===== config.mk =====
export PLATFORM = sky130hd
export DESIGN_NAME = sld_diag_regs
export DESIGN_NICKNAME = d
export VERILOG_FILES = /design/src/rtl/sld_diag_regs.v
export VERILOG_INCLUDE_DIRS = /design/src /design/src/rtl
export SDC_FILE = /design/constraint.sdc
export NUM_CORES = 1
export LEC_CHECK = 0
export BUFFER_PORTS_ARGS = -buffer_cell sky130_fd_sc_hd__buf_2
export CAP_MARGIN = 20
export CORE_MARGIN = 2
export CORE_UTILIZATION = 57
export DETAILED_ROUTE_END_ITERATION = 10
export PLACE_DENSITY = 0.82
export RECOVER_POWER = 25
export REMOVE_ABC_BUFFERS = 1
export SYNTH_ARGS = -nofsm -noshare
export SYNTH_HDL_FRONTEND = slang
export SYNTH_SLANG_ARGS = --single-unit

===== constraint.sdc =====
create_clock -name ref_clk -period 2.24 [get_ports ref_clk]
set_input_delay 0.112 -clock ref_clk [delete_from_list [all_inputs] [get_ports ref_clk]]
set_output_delay 0.112 -clock ref_clk [all_outputs]
set_load 0.02 [all_outputs]

===== src/rtl/sld_map.vh =====
`ifndef SLD_MAP_VH
`define SLD_MAP_VH
`define SLD_ADDR_BK_CTL 8'h49
`define SLD_ADDR_GEN_STS 8'h52
`define SLD_ADDR_ST_CNT 8'h54
`define SLD_ADDR_CRC_LO 8'h55
`define SLD_ADDR_CRC_HI 8'h56
`define SLD_ADDR_PKT_CNT 8'h5C
`define SLD_ADDR_PKT_STS 8'h5D
`define SLD_ADDR_LANE01 8'h5E
`define SLD_ADDR_LANE23 8'h5F
`define SLD_ADDR_CLK_LANE 8'h60
`define SLD_ADDR_ECC_SEL 8'h77
`define SLD_ADDR_BKC_STS 8'h79
`define SLD_ADDR_IRQ_STS 8'h90
`define SLD_ADDR_IRQ_EN 8'h91
`define SLD_ADDR_IRQ_CLR 8'h92
`define SLD_BC_CLR_CRC 0
`define SLD_BC_CLR_ST 1
`define SLD_BC_TMR_LSB 2
`define SLD_BC_TMR_MSB 4
`define SLD_BK_CTL_RST 8'h00
`define SLD_ECC_SEL_RST 8'h00
`define SLD_GS_LINK 0
`define SLD_GS_LOST 1
`define SLD_GS_CRC 2
`define SLD_GS_ST_CRC 3
`define SLD_GS_BKC_ERR 4
`define SLD_IRQ_CRC 0
`define SLD_IRQ_ST 1
`define SLD_IRQ_PKT 2
`define SLD_IRQ_LANE 3
`define SLD_IRQ_BKC 4
`define SLD_IRQ_LOST 5
`endif


===== src/rtl/sld_diag_regs.v =====
// Functional notes
// - control clears crc, self-test errors; holds timer
// - general status shows link and error flags
// - 8-bit self-test crc error counter
// - 16-bit crc count, low byte first
// - packet error count restarts on read
// - packet status flags length, checksum, ecc errors
// - per lane pair sync and control errors
// - clock lane control and lp state errors
// - controller status: timeouts, slave error, response
// - ecc injection select register for test
`timescale 1ns/1ps
`default_nettype none
`include "sld_map.vh"
module sld_diag_regs #(
  parameter CRC_W = 16
) (
  input wire ref_clk,
  input wire nrst,
  input wire [7:0] reg_addr,
  input wire [7:0] reg_wdata,
  input wire reg_wr,
  input wire reg_rd,
  output reg [7:0] reg_rdata,
  input wire link_up,
  input wire link_lost_ev,
  input wire selftest_active,
  input wire bc_crc_err_ev,
  input wire pkt_err_ev,
  input wire [3:0] pkt_sts_ev,
  input wire [2:0] lane01_ev,
  input wire [2:0] lane23_ev,
  input wire [1:0] clk_lane_ev,
  input wire [3:0] bkc_ev,
  output reg [7:0] ecc_inject_sel,
  output reg [2:0] link_detect_timer,
  output reg irq
);
  reg [7:0] bk_ctl_r;
  reg [7:0] st_cnt_r;
  reg [CRC_W-1:0] crc_cnt_r;
  reg [7:0] pkt_cnt_r;
  reg [3:0] pkt_sts_r;
  reg [2:0] lane01_r;
  reg [2:0] lane23_r;
  reg [1:0] clk_lane_r;
  reg [3:0] bkc_r;
  reg link_lost_r;
  reg crc_flag_r;
  reg st_flag_r;
  reg [5:0] irq_sts_r;
  reg [5:0] irq_en_r;
  reg [7:0] rdata_nxt;
  wire wr_bc = reg_wr && reg_addr == `SLD_ADDR_BK_CTL;
  wire clr_crc = wr_bc && reg_wdata[`SLD_BC_CLR_CRC];
  wire clr_st = wr_bc && reg_wdata[`SLD_BC_CLR_ST];
  wire rd_gs = reg_rd && reg_addr == `SLD_ADDR_GEN_STS;
  wire rd_pkt_cnt = reg_rd && reg_addr == `SLD_ADDR_PKT_CNT;
  wire rd_pkt_sts = reg_rd && reg_addr == `SLD_ADDR_PKT_STS;
  wire rd_l01 = reg_rd && reg_addr == `SLD_ADDR_LANE01;
  wire rd_l23 = reg_rd && reg_addr == `SLD_ADDR_LANE23;
  wire rd_clk = reg_rd && reg_addr == `SLD_ADDR_CLK_LANE;
  wire rd_bkc = reg_rd && reg_addr == `SLD_ADDR_BKC_STS;
  wire wr_irq_clr = reg_wr && reg_addr == `SLD_ADDR_IRQ_CLR;
  wire [5:0] irq_ev = {link_lost_ev, |bkc_ev, |{lane01_ev, lane23_ev, clk_lane_ev},
    pkt_err_ev | (|pkt_sts_ev), bc_crc_err_ev && selftest_active, bc_crc_err_ev};

  // control bits are self-clearing strobes; bits 7:2, including the timer field, are stored
  always @(posedge ref_clk or negedge nrst) begin
    if (!nrst) begin
      bk_ctl_r <= `SLD_BK_CTL_RST;
      ecc_inject_sel <= `SLD_ECC_SEL_RST;
      link_detect_timer <= 3'b000;
    end else begin
      if (wr_bc) begin
        bk_ctl_r <= {reg_wdata[7:2], 2'b00};
        link_detect_timer <= reg_wdata[`SLD_BC_TMR_MSB:`SLD_BC_TMR_LSB];
      end
      if (reg_wr && reg_addr == `SLD_ADDR_ECC_SEL)
        ecc_inject_sel <= reg_wdata;
    end
  end

  // counters: clear wins, restarting at 1 if an event coincides, else 0; then saturate
  always @(posedge ref_clk or negedge nrst) begin
    if (!nrst) begin
      st_cnt_r <= 8'h00;
      crc_cnt_r <= {CRC_W{1'b0}};
      pkt_cnt_r <= 8'h00;
    end else begin
      if (clr_st)
        st_cnt_r <= {7'b0, bc_crc_err_ev && selftest_active};
      else if (bc_crc_err_ev && selftest_active && st_cnt_r != 8'hFF)
        st_cnt_r <= st_cnt_r + 8'h01;
      if (clr_crc)
        crc_cnt_r <= {{(CRC_W-1){1'b0}}, bc_crc_err_ev};
      else if (bc_crc_err_ev && crc_cnt_r != {CRC_W{1'b1}})
        crc_cnt_r <= crc_cnt_r + {{(CRC_W-1){1'b0}}, 1'b1};
      if (rd_pkt_cnt)
        pkt_cnt_r <= {7'b0, pkt_err_ev};
      else if (pkt_err_ev && pkt_cnt_r != 8'hFF)
        pkt_cnt_r <= pkt_cnt_r + 8'h01;
    end
  end

  // sticky flags: read clears (crc and self-test flags clear on control write), a same-cycle event keeps the bit set
  always @(posedge ref_clk or negedge nrst) begin
    if (!nrst) begin
      pkt_sts_r <= 4'h0;
      lane01_r <= 3'b000;
      lane23_r <= 3'b000;
      clk_lane_r <= 2'b00;
      bkc_r <= 4'h0;
      link_lost_r <= 1'b0;
      crc_flag_r <= 1'b0;
      st_flag_r <= 1'b0;
    end else begin
      pkt_sts_r <= (rd_pkt_sts ? 4'h0 : pkt_sts_r) | pkt_sts_ev;
      lane01_r <= (rd_l01 ? 3'b000 : lane01_r) | lane01_ev;
      lane23_r <= (rd_l23 ? 3'b000 : lane23_r) | lane23_ev;
      clk_lane_r <= (rd_clk ? 2'b00 : clk_lane_r) | clk_lane_ev;
      bkc_r <= (rd_bkc ? 4'h0 : bkc_r) | bkc_ev;
      link_lost_r <= (rd_gs ? 1'b0 : link_lost_r) | link_lost_ev;
      crc_flag_r <= (clr_crc ? 1'b0 : crc_flag_r) | bc_crc_err_ev;
      st_flag_r <= (clr_st ? 1'b0 : st_flag_r) | (bc_crc_err_ev && selftest_active);
    end
  end

  // interrupt bank: set beats clear
  always @(posedge ref_clk or negedge nrst) begin
    if (!nrst) begin
      irq_sts_r <= 6'h00;
      irq_en_r <= 6'h00;
      irq <= 1'b0;
    end else begin
      irq_sts_r <= (irq_sts_r & ~(wr_irq_clr ? reg_wdata[5:0] : 6'h00)) | irq_ev;
      if (reg_wr && reg_addr == `SLD_ADDR_IRQ_EN)
        irq_en_r <= reg_wdata[5:0];
      irq <= |(irq_sts_r & irq_en_r);
    end
  end

  always @* begin
    rdata_nxt = 8'h00;
    case (reg_addr)
      `SLD_ADDR_BK_CTL: rdata_nxt = bk_ctl_r;
      `SLD_ADDR_GEN_STS: rdata_nxt = {3'b000, |bkc_r, st_flag_r, crc_flag_r,
                                      link_lost_r, link_up};
      `SLD_ADDR_ST_CNT: rdata_nxt = st_cnt_r;
      `SLD_ADDR_CRC_LO: rdata_nxt = crc_cnt_r[7:0];
      `SLD_ADDR_CRC_HI: rdata_nxt = crc_cnt_r[15:8];
      `SLD_ADDR_PKT_CNT: rdata_nxt = pkt_cnt_r;
      `SLD_ADDR_PKT_STS: rdata_nxt = {4'h0, pkt_sts_r};
      `SLD_ADDR_LANE01: rdata_nxt = {5'b00000, lane01_r};
      `SLD_ADDR_LANE23: rdata_nxt = {5'b00000, lane23_r};
      `SLD_ADDR_CLK_LANE: rdata_nxt = {6'b000000, clk_lane_r};
      `SLD_ADDR_ECC_SEL: rdata_nxt = ecc_inject_sel;
      `SLD_ADDR_BKC_STS: rdata_nxt = {4'h0, bkc_r};
      `SLD_ADDR_IRQ_STS: rdata_nxt = {2'b00, irq_sts_r};
      `SLD_ADDR_IRQ_EN: rdata_nxt = {2'b00, irq_en_r};
      default: rdata_nxt = 8'h00;
    endcase
  end

  always @(posedge ref_clk or negedge nrst) begin
    if (!nrst)
      reg_rdata <= 8'h00;
    else if (reg_rd)
      reg_rdata <= rdata_nxt;
    else
      reg_rdata <= 8'h00;
  end
endmodule
`default_nettype wire


Yosys cells after proc, flatten, opt, wreduce, memory -nomap -nowiden
Cells that the tools add are included.

Output and inout bits: 20. Bits of input ports: 41. Bits in registers: 89. Logic and storage cells: 94.

Eq/ne operators: 18. $add $sub $neg: 3. Muxes and demuxes: 17. Bitwise logic cells: 13. Reductions and logical operators: 25.

Operator list (count): 8-bit one-hot mux with 14 select lines (1); 8-bit by 7-bit equality test with 1-bit output, second input constant (12); 8-bit 2-to-1 mux (5); 16-bit 2-to-1 mux (2); 8-bit equality test, second input constant (3); 1-bit logical AND (17); 16-bit by 1-bit adder with 16-bit output, second input constant (1); 8-bit by 1-bit adder with 8-bit output, second input constant (2); 16-bit inequality test, second input constant (1); 8-bit inequality test, second input constant (2); 6-bit AND (2); 4-bit OR reduction (3); 4-bit 2-to-1 mux (2); 4-bit OR (2); 8-bit OR reduction (1); 3-bit 2-to-1 mux (2); 6-bit 2-to-1 mux (1); 6-bit inverter (1); 3-bit OR (2); 6-bit OR (1); 2-bit nonzero test (3); 6-bit OR reduction (1); 1-bit OR (4); 1-bit 2-to-1 mux (3); other kinds (2) (2).

Logic depth before layout (Yosys ltp)
Gate-level depths: netlist (run 1).

Depth in word-level cells: 6. Depth in mapped cells: 8. Mapped depth without buffers: 6.

Least setup slack after synthesis (run 1)
Ideal clock, no wire load.

Kind: register to register. From: register st_cnt_r[0]. To: register st_cnt_r[7]. Clock period less this slack: 1.723 ns. Data required time: 2.119 ns. Data arrival time: 1.603 ns. Stages on the path, launching flop included: 8. Buffers on the path: 1. Path slack: 0.517 ns. Library setup time: 0.121 ns. Cell sequence: dfrtp_1 > ha_1 > and3_1 > clkbuf_1 > a311o_1 > nor3_1 > xnor2_1 > nor2_1.

Longest elaborated chain between the ends: 3. Elaborated cells between the ends (all ways): 6. Those cells by class: add/sub (1); eq/ne (1); mux (2); reduce/logical (2).

Ends and longest elaborated chain: from (decl) (line sld_diag_regs.v:40) `reg [7:0] st_cnt_r;`; from (signal assigned) (line sld_diag_regs.v:92) `st_cnt_r <= {7'b0, bc_crc_err_ev && selftest_active};`; from (signal assigned) (line sld_diag_regs.v:94) `st_cnt_r <= st_cnt_r + 8'h01;`; 8-bit by 1-bit adder with 8-bit output or 8-bit inequality test (tied branches) (line sld_diag_regs.v:94, sld_diag_regs.v:93); 8-bit 2-to-1 mux or 1-bit logical AND (tied branches) (line sld_diag_regs.v:93) `else if (bc_crc_err_ev && selftest_active && st_cnt_r != 8'hFF)`; 8-bit 2-to-1 mux or 2-bit nonzero test (tied branches).

Several ways; a longest one is shown, not always the timed one. The select of a mux whose other input is x is not followed. A chain may end at the register's enable or synchronous reset.

Final worst setup path (run 1)
From: register crc_cnt_r[0]. To: register crc_cnt_r[2].

Longest elaborated chain between the ends: 3. Elaborated cells between the ends (all ways): 6. Those cells by class: add/sub (1); eq/ne (1); mux (2); reduce/logical (2).

Ends and longest elaborated chain: from (decl) (line sld_diag_regs.v:41) `reg [CRC_W-1:0] crc_cnt_r;`; from (signal assigned) (line sld_diag_regs.v:88) `crc_cnt_r <= {CRC_W{1'b0}};`; from (signal assigned) (line sld_diag_regs.v:96) `crc_cnt_r <= {{(CRC_W-1){1'b0}}, bc_crc_err_ev};`; from (signal assigned) (line sld_diag_regs.v:98) `crc_cnt_r <= crc_cnt_r + {{(CRC_W-1){1'b0}}, 1'b1};`; 16-bit by 1-bit adder with 16-bit output or 16-bit inequality test (tied branches) (line sld_diag_regs.v:98, sld_diag_regs.v:97); 16-bit 2-to-1 mux or 1-bit logical AND (tied branches) (line sld_diag_regs.v:97) `else if (bc_crc_err_ev && crc_cnt_r != {CRC_W{1'b1}})`; 16-bit 2-to-1 mux or 2-bit nonzero test (tied branches).

Several ways; a longest one is shown, not always the timed one. The select of a mux whose other input is x is not followed.

==> results.md, run 1 <==
Die:
- The die height is 93.65 um.
- The initial utilization of the core area, before any placement, comes to 58.97%.
- The full die area is 8769 um^2.
- The floorplan has 32 rows.
- The number of top-level design ports is 61.
- The width of the chip is 93.65 um.
- The area of the placeable core is 7767 um^2.

Yosys:
- The synthesized cell area is 4581 um^2.
- After synthesis, the cell types taking the most area are dfrtp_1 (47%), mux2_2 (5.7%), a21o_1 (3.9%).
- The share of synthesized area occupied by flip-flops and latches is 46.98%.
- After synthesis the netlist holds a flip-flop and latch count of 86.
- The compound-cell area share of the yosys netlist is 15.13%.
- The average instance area after synthesis is 10.34 um^2.
- The cell accounting for the most synthesized area is dfrtp_1.
- The share of the synthesized area in the top cell type is 46.98%.
- Among all flip-flop cells after synthesis, the most frequent one is dfrtp_1.
- The fraction of synthesized area in multiplexers is 8.550%.
- The number of cells produced by synthesis is 443.
- In this run, synthesis inferred 0 flip-flops with an integrated enable.
- Counting flops with an async set or reset pin after synthesis yields a share of 100.0%.
- The main combinational cell family by area after synthesis is simple AND/OR/NAND/NOR gates.
- During synthesis, Yosys emitted a total of 0 warnings.
- The fraction of the mapped netlist area in simple logic gates is 21.25%.
- The synthesized netlist devotes 0.8194% of its cell area to adder and majority cells.
- The count of different cell masters after synthesis is 62.
- The post-synthesis share of cell area spent on xor and xnor gates is 4.207%.

Clock tree:
- The clock root buffer is clkbuf_8.
- The number of setup buffers added after CTS is 0.
- The TritonCTS clock tree is yes.
- The level count of the clock H-tree is 3.
- The number of clock buffers added by TritonCTS is 9.
- The insertion delay of the later-clocked pin in the worst-skew pair is 370 ps.
- Clock-pin slew was measured on the worst setup and hold paths at 90 ps.
- The number of clock sinks seen by CTS is 86.
- The longest clock path from root to sink contains 2 buffers.

Critical path:
- The slowest stage of the critical path belongs to the cell or4b_1.
- The worst setup path startpoint is crc_cnt_r[0].
- The signal on the critical path passes through ha_1, nand4_1, or4b_1, nand3_1, xor2_1, nor2_1.
- The launching element type of the critical path is a register.
- The critical path's largest stage delay is 670 ps.
- The highest fanout seen on the critical path is 10.
- The data arrival time at the worst-slack endpoint is 2210 ps.
- At the worst endpoint, the required time is 2480 ps.
- In this design, the largest share of critical-path delay is due to simple AND/OR/NAND/NOR gates.
- The critical path endpoint category is a register.
- The worst setup path is of the reg2reg kind.
- In this run the critical register-to-register path is launched from crc_cnt_r[0].
- The critical path buffer and inverter count is 0.
- For flop-to-flop paths, the worst setup slack is 270 ps.

Timing:
- Setup repair after global routing left no endpoint under its margin.
- The total count of hold-check failures in the final report is 0.
- The final critical path takes up 88.06% of the cycle.
- At the pin with the least slew margin, the transition time is 839.8 ps.
- The minimum setup slack in the final design is 267.5 ps.
- Between clock sinks in the finished design, the worst skew comes to 10.40 ps.
- The final setup violation count is 0.
- Headroom to the max-slew limit came out at 44.01%.
- The total negative slack is 0 ps.
- Timing would allow up to 507.0 MHz.
- The count of pins over their slew limit is 0.
- The worst path needs 1972 ps of the cycle, external delays included.

Drt:
- The count of TritonRoute iterations in the first routing pass is 5.
- The DRC violation total after the first TritonRoute iteration is 402.
- The highest routing layer actually used is met4.
- The overall routed net length is 12.09 mm.
- The wire length on met3 is 939 um.
- The routed metal-1 wirelength is 5.257 mm.
- After detailed routing, the number of remaining DRC violations is 0.
- Once detail routing completed, the nets flagged for antenna violations numbered 0.
- The via count is 3,938.
- The routed design uses 5.595 mm of met2 wire.
- In the final routed layout, each cell accounts on average for 19.34 um.
- Using the TritonRoute via totals, the vias-per-cell ratio works out to 6.301.

Finish:
- The count of nets after finishing is 563.
- The post-route netlist has 22.18% of its cells at a drive strength greater than 1.
- The share of the core filled with cells is 68.64%.
- Relative to the synthesized area, the layout overhead comes to 16.39%.
- The number of antenna cells inserted is 0.
- The total non-filler cell area in the finished layout is 5331 um^2.
- The final standard cell count with taps included and fillers excluded is 625.

Place:
- At the placement stage, the worst setup path has a slack of 342.9 ps.
- Buffers placed on the I/O ports in this run total 60.
- Routability-driven placement finished with a final weighted congestion of 0.9958.
- The number of instances in the placed design is 590.
- Summing all placed instances gives a cell area of 4959 um^2.
- Detailed placement finished with a half-perimeter wire length of 8.840 mm.

Outcome:
- The run finished with clean final reports.

Pwr:
- The leakage power is 2.320 nW.
- IR analysis of the VDD net gives a maximum drop of 475.4 uV.
- Dividing total power by cell area gives a power density of 671.0 nW/um^2.

GRT:
- Across every metal layer, demand over resource in global routing totals 28.68%.
- The via count of the first global-routing pass is 3,739.
- The global-route wire length before repair is 19.12 mm.
- The total grt overflow is 0.
- The number of antenna violations at the first check in global routing is 0.
- Entering global routing, the biggest net connects 54 pins.

Worst hold path:
- The worst min-delay path startpoint is reg_wdata[5].
- In this run the worst hold path is classified as in2reg.

Run:
- The max-capacitance violation count is 0.
area by class of cell:
cell class / count / area (um^2)
Tap cell: 102 / 127.6
Sequential cell: 86 / 2152
Inverter: 2 / 7.507
Multi-Input combinational cell: 331 / 2288
Clock inverter: 4 / 47.55
Clock buffer: 11 / 141.4
Fill cell: 598 / 2436
Timing Repair Buffer: 89 / 566.8
final timing paths:
path / endpoint / cells after the start
max: crc_cnt_r[2] / 6
min: bk_ctl_r[5] / 2
max reg2reg: crc_cnt_r[2] / 6
min reg2reg: pkt_sts_r[2] / 1
max in group asynchronous: irq_en_r[4] / 3
min in group asynchronous: lane01_r[0] / 2
Yosys cell counts, types with 8 or more instances:
cell / instances
dfrtp_1: 86
nand2_1: 38
nor2_1: 37
a21o_1: 24
mux2_2: 23
nand3_1: 23
and3_1: 14
xor2_1: 14
a21oi_1: 13
nand4_1: 12
mux2i_1: 11
a22oi_1: 10
buf_2: 10
nor3_1: 10
and2_1: 9
o21ai_0: 8
xnor2_1: 8
cells by family after synthesis:
kind of cell,after synthesis
flip-flops,86
buffers and inverters,26
AO/OA/AOI/OAI,92
XOR/XNOR,22
AND/OR/NAND/NOR,179
adder cells (fa/ha/maj),3
multiplexers,35
power by group:
group | total [mW] | internal (mW) | leakage, nW | switching (mW)
combinational | 0.579 | 0.269 | 1.19 | 0.310
sequential | 1.92 | 1.70 | 1.04 | 0.222
clock | 1.08 | 0.536 | 0.0952 | 0.539
total | 3.58 | 2.51 | 2.32 | 1.07
through the flow:
stage | hold slack (ps) | power [mW]
floorplan | -183.6 | 2.213
global placement | 88.01 | 2.462
detailed placement | 99.77 | 2.498
CTS | 22.96 | 3.591
global route | 36.20 | 3.732
finish | 24.49 | 3.577
state kept, by name, summed over array words and instances, names as in the netlist, 3 cells and up:
register	flops
ecc_inject_sel	8
crc_cnt_r	16
bkc_r	4
lane01_r	3
irq_en_r	6
pkt_sts_r	4
irq_sts_r	6
bk_ctl_r	4
st_cnt_r	8
lane23_r	3
pkt_cnt_r	8
reg_rdata	8
placed cells by master (no fill, tap or decap), types with 4 or more instances in the layout:
master          n
dfrtp_1        86
buf_2          58
nand2_1        38
nor2_1         37
a21o_1         24
nand3_1        23
mux2_2         23
dlygate4sd3_1  20
and3_1         14
xor2_1         14
a21oi_1        13
nand4_1        12
mux2i_1        11
a22oi_1        10
nor3_1         10
clkbuf_8       10
and2_1          9
o21ai_0         8
xnor2_1         8
buf_4           8
a221oi_1        5
a31oi_1         5
nor2b_1         4
a2bb2oi_1       4
a22o_1          4
routing by layer:
| metal | global-route usage (%) | vias up |
|---|---|---|
| met5 | 0 | - |
| met4 | 11.84 | 0 |
| met3 | 6.285 | 27 |
| met2 | 44.54 | 173 |
| met1 | 39.16 | 1953 |
| li1 | - | 1785 |
repair_timing:
item,in CTS,in global routing
hold buffers,20,0
resized for setup,0,0
hold endpoints to repair,55,0
No activity file was read; power rests on OpenSTA's default activity.
==> inputs of run 2 (changes only) <==
--- a/config.mk
+++ b/config.mk
@@ -6,6 +6,7 @@
 export SDC_FILE = /design/constraint.sdc
 export NUM_CORES = 1
 export LEC_CHECK = 0
+export ABC_AREA = 1
 export BUFFER_PORTS_ARGS = -buffer_cell sky130_fd_sc_hd__buf_2
 export CAP_MARGIN = 20
 export CORE_MARGIN = 2
==> results.md, run 2 <==
Outcome:
- The run finished with clean final reports.

Timing:
- The setup clock skew after layout came to 12.96 ps (+2.564 ps).
- The minimum setup slack in the final design came to 306.0 ps (+38.45 ps).
- The final setup violation count is 0 (unchanged).
- Setup repair after global routing left no endpoint under its margin.
- The count of pins over their slew limit is 0 (unchanged).
- The transition time at the pin with the least slew margin was 1056 ps (+216.4 ps).
- The maximum operating frequency is 517.1 MHz (+2.0%).
- The total count of hold-check failures in the final report is 0 (unchanged).
- The post-route clock period utilization is 86.34% (-1.7 points).
- The worst hold slack is 17.70 ps (-6.782 ps).
- The remaining max-slew budget at the tightest pin is 29.59% (-14 points).
- The total negative slack is 0 ps (unchanged).
- The shortest period the worst path allows came to 1934 ps (-38.45 ps).

Finish:
- The number of filler cells placed in the layout is 688 (+15%).
- The synthesis-to-layout area growth is 16.56%.
- The number of antenna cells inserted was 0 (unchanged).
- The number of flip-flops in the largest register was 16 (unchanged).
- The library cells used most frequently in the layout, excluding fill and tap cells, are nand2_1 (190), nand3_1 (95), dfrtp_1 (86).
- The count of nets after finishing was 792 (+41%).
- The leading cell type in the layout, fill and taps excluded is nand2_1.
- The area of combinational cells with multiple inputs was 2351 um^2 (+2.7%).
- The share of post-route cells with drive strength above 1 is 12.88% (-9.3 points).
- The register with the most flip-flops is crc_cnt_r.
- The flip-flop and latch area was 2152 um^2 (unchanged).

GRT:
- The total grt overflow is 0 (unchanged).
- The global-route wire length before repair was 22.74 mm (+19%).
- The largest net degree at the start of global routing is 46 (-15%).
- The total global-route track usage is 32.14% (+3.5 points).
- The via count of the first global-routing pass is 4,747 (+27%).
- The number of antenna violations at the first check in global routing is 0 (unchanged).

Clock tree:
- TritonCTS built the clock tree.
- The tree is rooted in a clkbuf_8.
- The worst-case clock buffer depth was 2 (unchanged).
- The insertion delay of the later-clocked pin in the worst-skew pair is 370 ps (about the same).
- The level count of the clock H-tree is 3 (unchanged).
- The number of clock buffers inserted by TritonCTS is 9 (unchanged).
- The clock-pin slew reported for the worst setup and hold paths after clock tree synthesis is 90 ps (about the same).
- The number of clock sinks seen by CTS was 86 (unchanged).

Drt:
- The detail-routed via count per cell is 5.810 (-7.8%).
- The overall routed net length is 13.88 mm (+15%).
- The total DRC errors in the routed layout came to 0 (unchanged).
- The DRC violation total after the first TritonRoute iteration is 408 (+1.5%).
- The mean routed wirelength per cell is 16.18 um (-16%).
- The count of TritonRoute iterations in the first routing pass came to 6 (+1).
- The remaining antenna violation count after routing is 0 (unchanged).
- The via count is 4,985 (+27%).

Critical path:
- The critical path buffer and inverter count is 0 (unchanged).
- The worst setup path is launched from a register.
- The worst reg-to-reg setup slack is 310 ps (+40 ps).
- The highest fanout seen on the critical path is 13 (+3).
- The worst setup path is of the reg2reg kind.
- The data arrival time at the worst-slack endpoint is 2230 ps (+20 ps).
- The cell family with the largest share of critical-path delay is simple AND/OR/NAND/NOR gates.
- The slowest stage of the critical path belongs to the cell a21oi_2.
- Counting stages on the worst path, the most repeated cell is nand2_1.
- The launching point of the worst reg2reg path is crc_cnt_r[0].
- The endpoint required time on the critical path came to 2540 ps (+60 ps).
- The critical path's largest stage delay is 520 ps (-150 ps).
- The number of cells traversed by the worst register-to-register path came to 8 (+2).
- STA classifies the critical path endpoint as a register.
- The end of the worst register-to-register path is crc_cnt_r[13].
- The worst setup path endpoint is crc_cnt_r[13].
- Tracing the worst setup path back leads to its startpoint at crc_cnt_r[0].
- The cell count along the critical path was 8 (+2).
- The signal on the critical path passes through ha_1, nand2_1, nor2_1, nand2_1, nor2_1, a21oi_2, nand4_1, nand2_1.

Pwr:
- The combinational fraction of design power was 16.9% (+0.7 points).
- The internal portion of total power is 2.516 mW (+0.37%).
- The sequential power share was 52.1% (-1.7 points).
- The net switching share of the total power is 32.24% (+2.3 points).
- The leakage power was 3.046 nW (+31%).
- The total power after layout is 3.714 mW (+3.8%).
- The power density over the cells came to 652.9 nW/um^2 (-2.7%).
- The clock group share of total power is 31.0% (+0.9 points).
- The maximum ir drop on the vdd rail is 516.7 uV (+8.7%).
- The switching component of the power is 1.197 mW (+12%).

Die:
- The number of top-level design ports is 61 (unchanged).
- The width of the chip was 96.53 um (+3.1%).
- The area of the placeable core is 8258 um^2 (+6.3%).
- The full die area is 9317 um^2 (+6.2%).
- The number of rows in the core area is 33 (+3.1%).
- The effective utilization at floorplan came to 59.09% (+0.12 points).
- The die height came to 96.53 um (+3.1%).

Place:
- The worst setup slack after placement is 9.103 ps (-333.8 ps).
- The count of input and output buffers is 60 (unchanged).
- The final weighted congestion of routability-driven global placement is 0.9549 (-4.1%).
- The HPWL reported at the end of detailed placement is 9.906 mm (+12%).

Yosys:
- In the synthesized netlist the dominant register cell turns out to be dfrtp_1.
- The number of enable-type register cells in the synthesized netlist is 0 (unchanged).
- The number of synthesis warnings is 0 (unchanged).
- The number of cells produced by synthesis is 663 (+50%).
- The average instance area after synthesis is 7.360 um^2 (-29%).
- The count of different cell masters after synthesis is 32 (-48%).
- By count the netlist is led by nand2_1 (189), nand3_1 (95), dfrtp_1 (86).
- The fraction of registers with async set/reset was 100.0% (unchanged).
- The cell accounting for the most synthesized area is dfrtp_1.
- The synthesized cell area is 4880 um^2 (+6.5%).
- By area the synthesized netlist is led by dfrtp_1 (44%), nand2_1 (15%), nand3_1 (9.7%).
- The share of synthesized area occupied by flip-flops and latches is 44.10% (-2.9 points).
- The register bit count reported by yosys came to 86 (unchanged).
- The most repeated cell in the gate-level netlist after synthesis is nand2_1.
- The share of the synthesized area in the top cell type is 44.10% (-2.9 points).

Worst hold path:
- The kind of path behind the tightest hold check is in2reg.
- The number of instances on the worst hold path is 3 (+1).

Run:
- The max-capacitance violation count was 0 (unchanged).
==> run 2: changes by cell type in the layout (fill, tap and decap cells not counted), moves of 11 or more <==
cell and change:
a21o_1 -24, and3_1 -14, inv_1 +67, mux2_2 -22
mux2i_1 -11, nand2_1 +152, nand3_1 +72, nor2_1 +40
o21ai_0 +23, o21bai_1 +17
==> run 2: layout make-up <==
type | count | area share, %
inverter | 71 | 4.685
timing repair buffer | 89 | 10.18
multi-input combinational | 491 | 41.33
tap | 105 | 2.310
clock inverter | 6 | 1.232
clock buffer | 10 | 2.420
sequential | 86 | 37.84
==> run 2: how the worst min path moves through the flow <==
stage,startpoint,end,slack [ps]
after floorplan,nrst,bk_ctl_r[4],-180
after global placement,nrst,pkt_sts_r[2],130
after detailed placement,nrst,pkt_sts_r[0],130
after CTS,pkt_err_ev,irq_sts_r[2],2
after global routing,pkt_err_ev,irq_sts_r[2],7
final,pkt_err_ev,irq_sts_r[2],20
==> run 2: worst reg2reg max path, cell delays in order (launching register included) <==
cell and delay (ps):
dfrtp_1 430, ha_1 270, nand2_1 100, nor2_1 60, nand2_1 100, nor2_1 80, a21oi_2 520, nand4_1 180
nand2_1 120
==> run 2: routing by layer <==
| layer | GRT usage, % | routed length (um) | vias to the layer above |
|---|---|---|---|
| met2 | 51.45 | 6469 | 261 |
| li1 | - | - | 2324 |
| met1 | 43.43 | 5858 | 2363 |
| met5 | 0 | 0 | - |
| met4 | 13.03 | 361 | 0 |
| met3 | 5.663 | 1194 | 37 |
==> run 2: per-stage QoR <==
step	cells	utilization, %	area (um^2)
2_1_floorplan	648	-	4787
3_5_place_dp	820	64.02	5286
3_3_place_gp	820	64.02	5286
4_1_cts	858	69.24	5718
5_1_grt	858	68.88	5688
6_report	858	68.88	5688
==> run 2: logic make-up after synthesis <==
group / Yosys count / synth area share (%)
AO/OA/AOI/OAI: 71 / 8.949
XOR/XNOR: 9 / 1.615
adder cells (fa/ha/maj): 3 / 0.7693
buffers and inverters: 86 / 7.359
flip-flops: 86 / 44.10
multiplexers: 1 / 0.2308
AND/OR/NAND/NOR: 407 / 36.97
==> run 2: timing repair <==
| item | 4_1_cts | 5_1_grt |
|---|---|---|
| endpoints found under the setup margin | 1 | 0 |
| gates resized for setup | 1 | 0 |
| setup buffers | 0 | 0 |
| hold buffers | 22 | 0 |
| hold endpoints to repair | 66 | 0 |
==> run 2: power groups by stage <==
stage	registers [mW]	logic, mW	clock network [mW]
finish	1.93	0.629	1.15
global route	1.96	0.718	1.23
CTS	1.92	0.627	1.17
detailed placement	1.95	0.595	0
global placement	1.94	0.573	0
floorplan	1.91	0.375	0
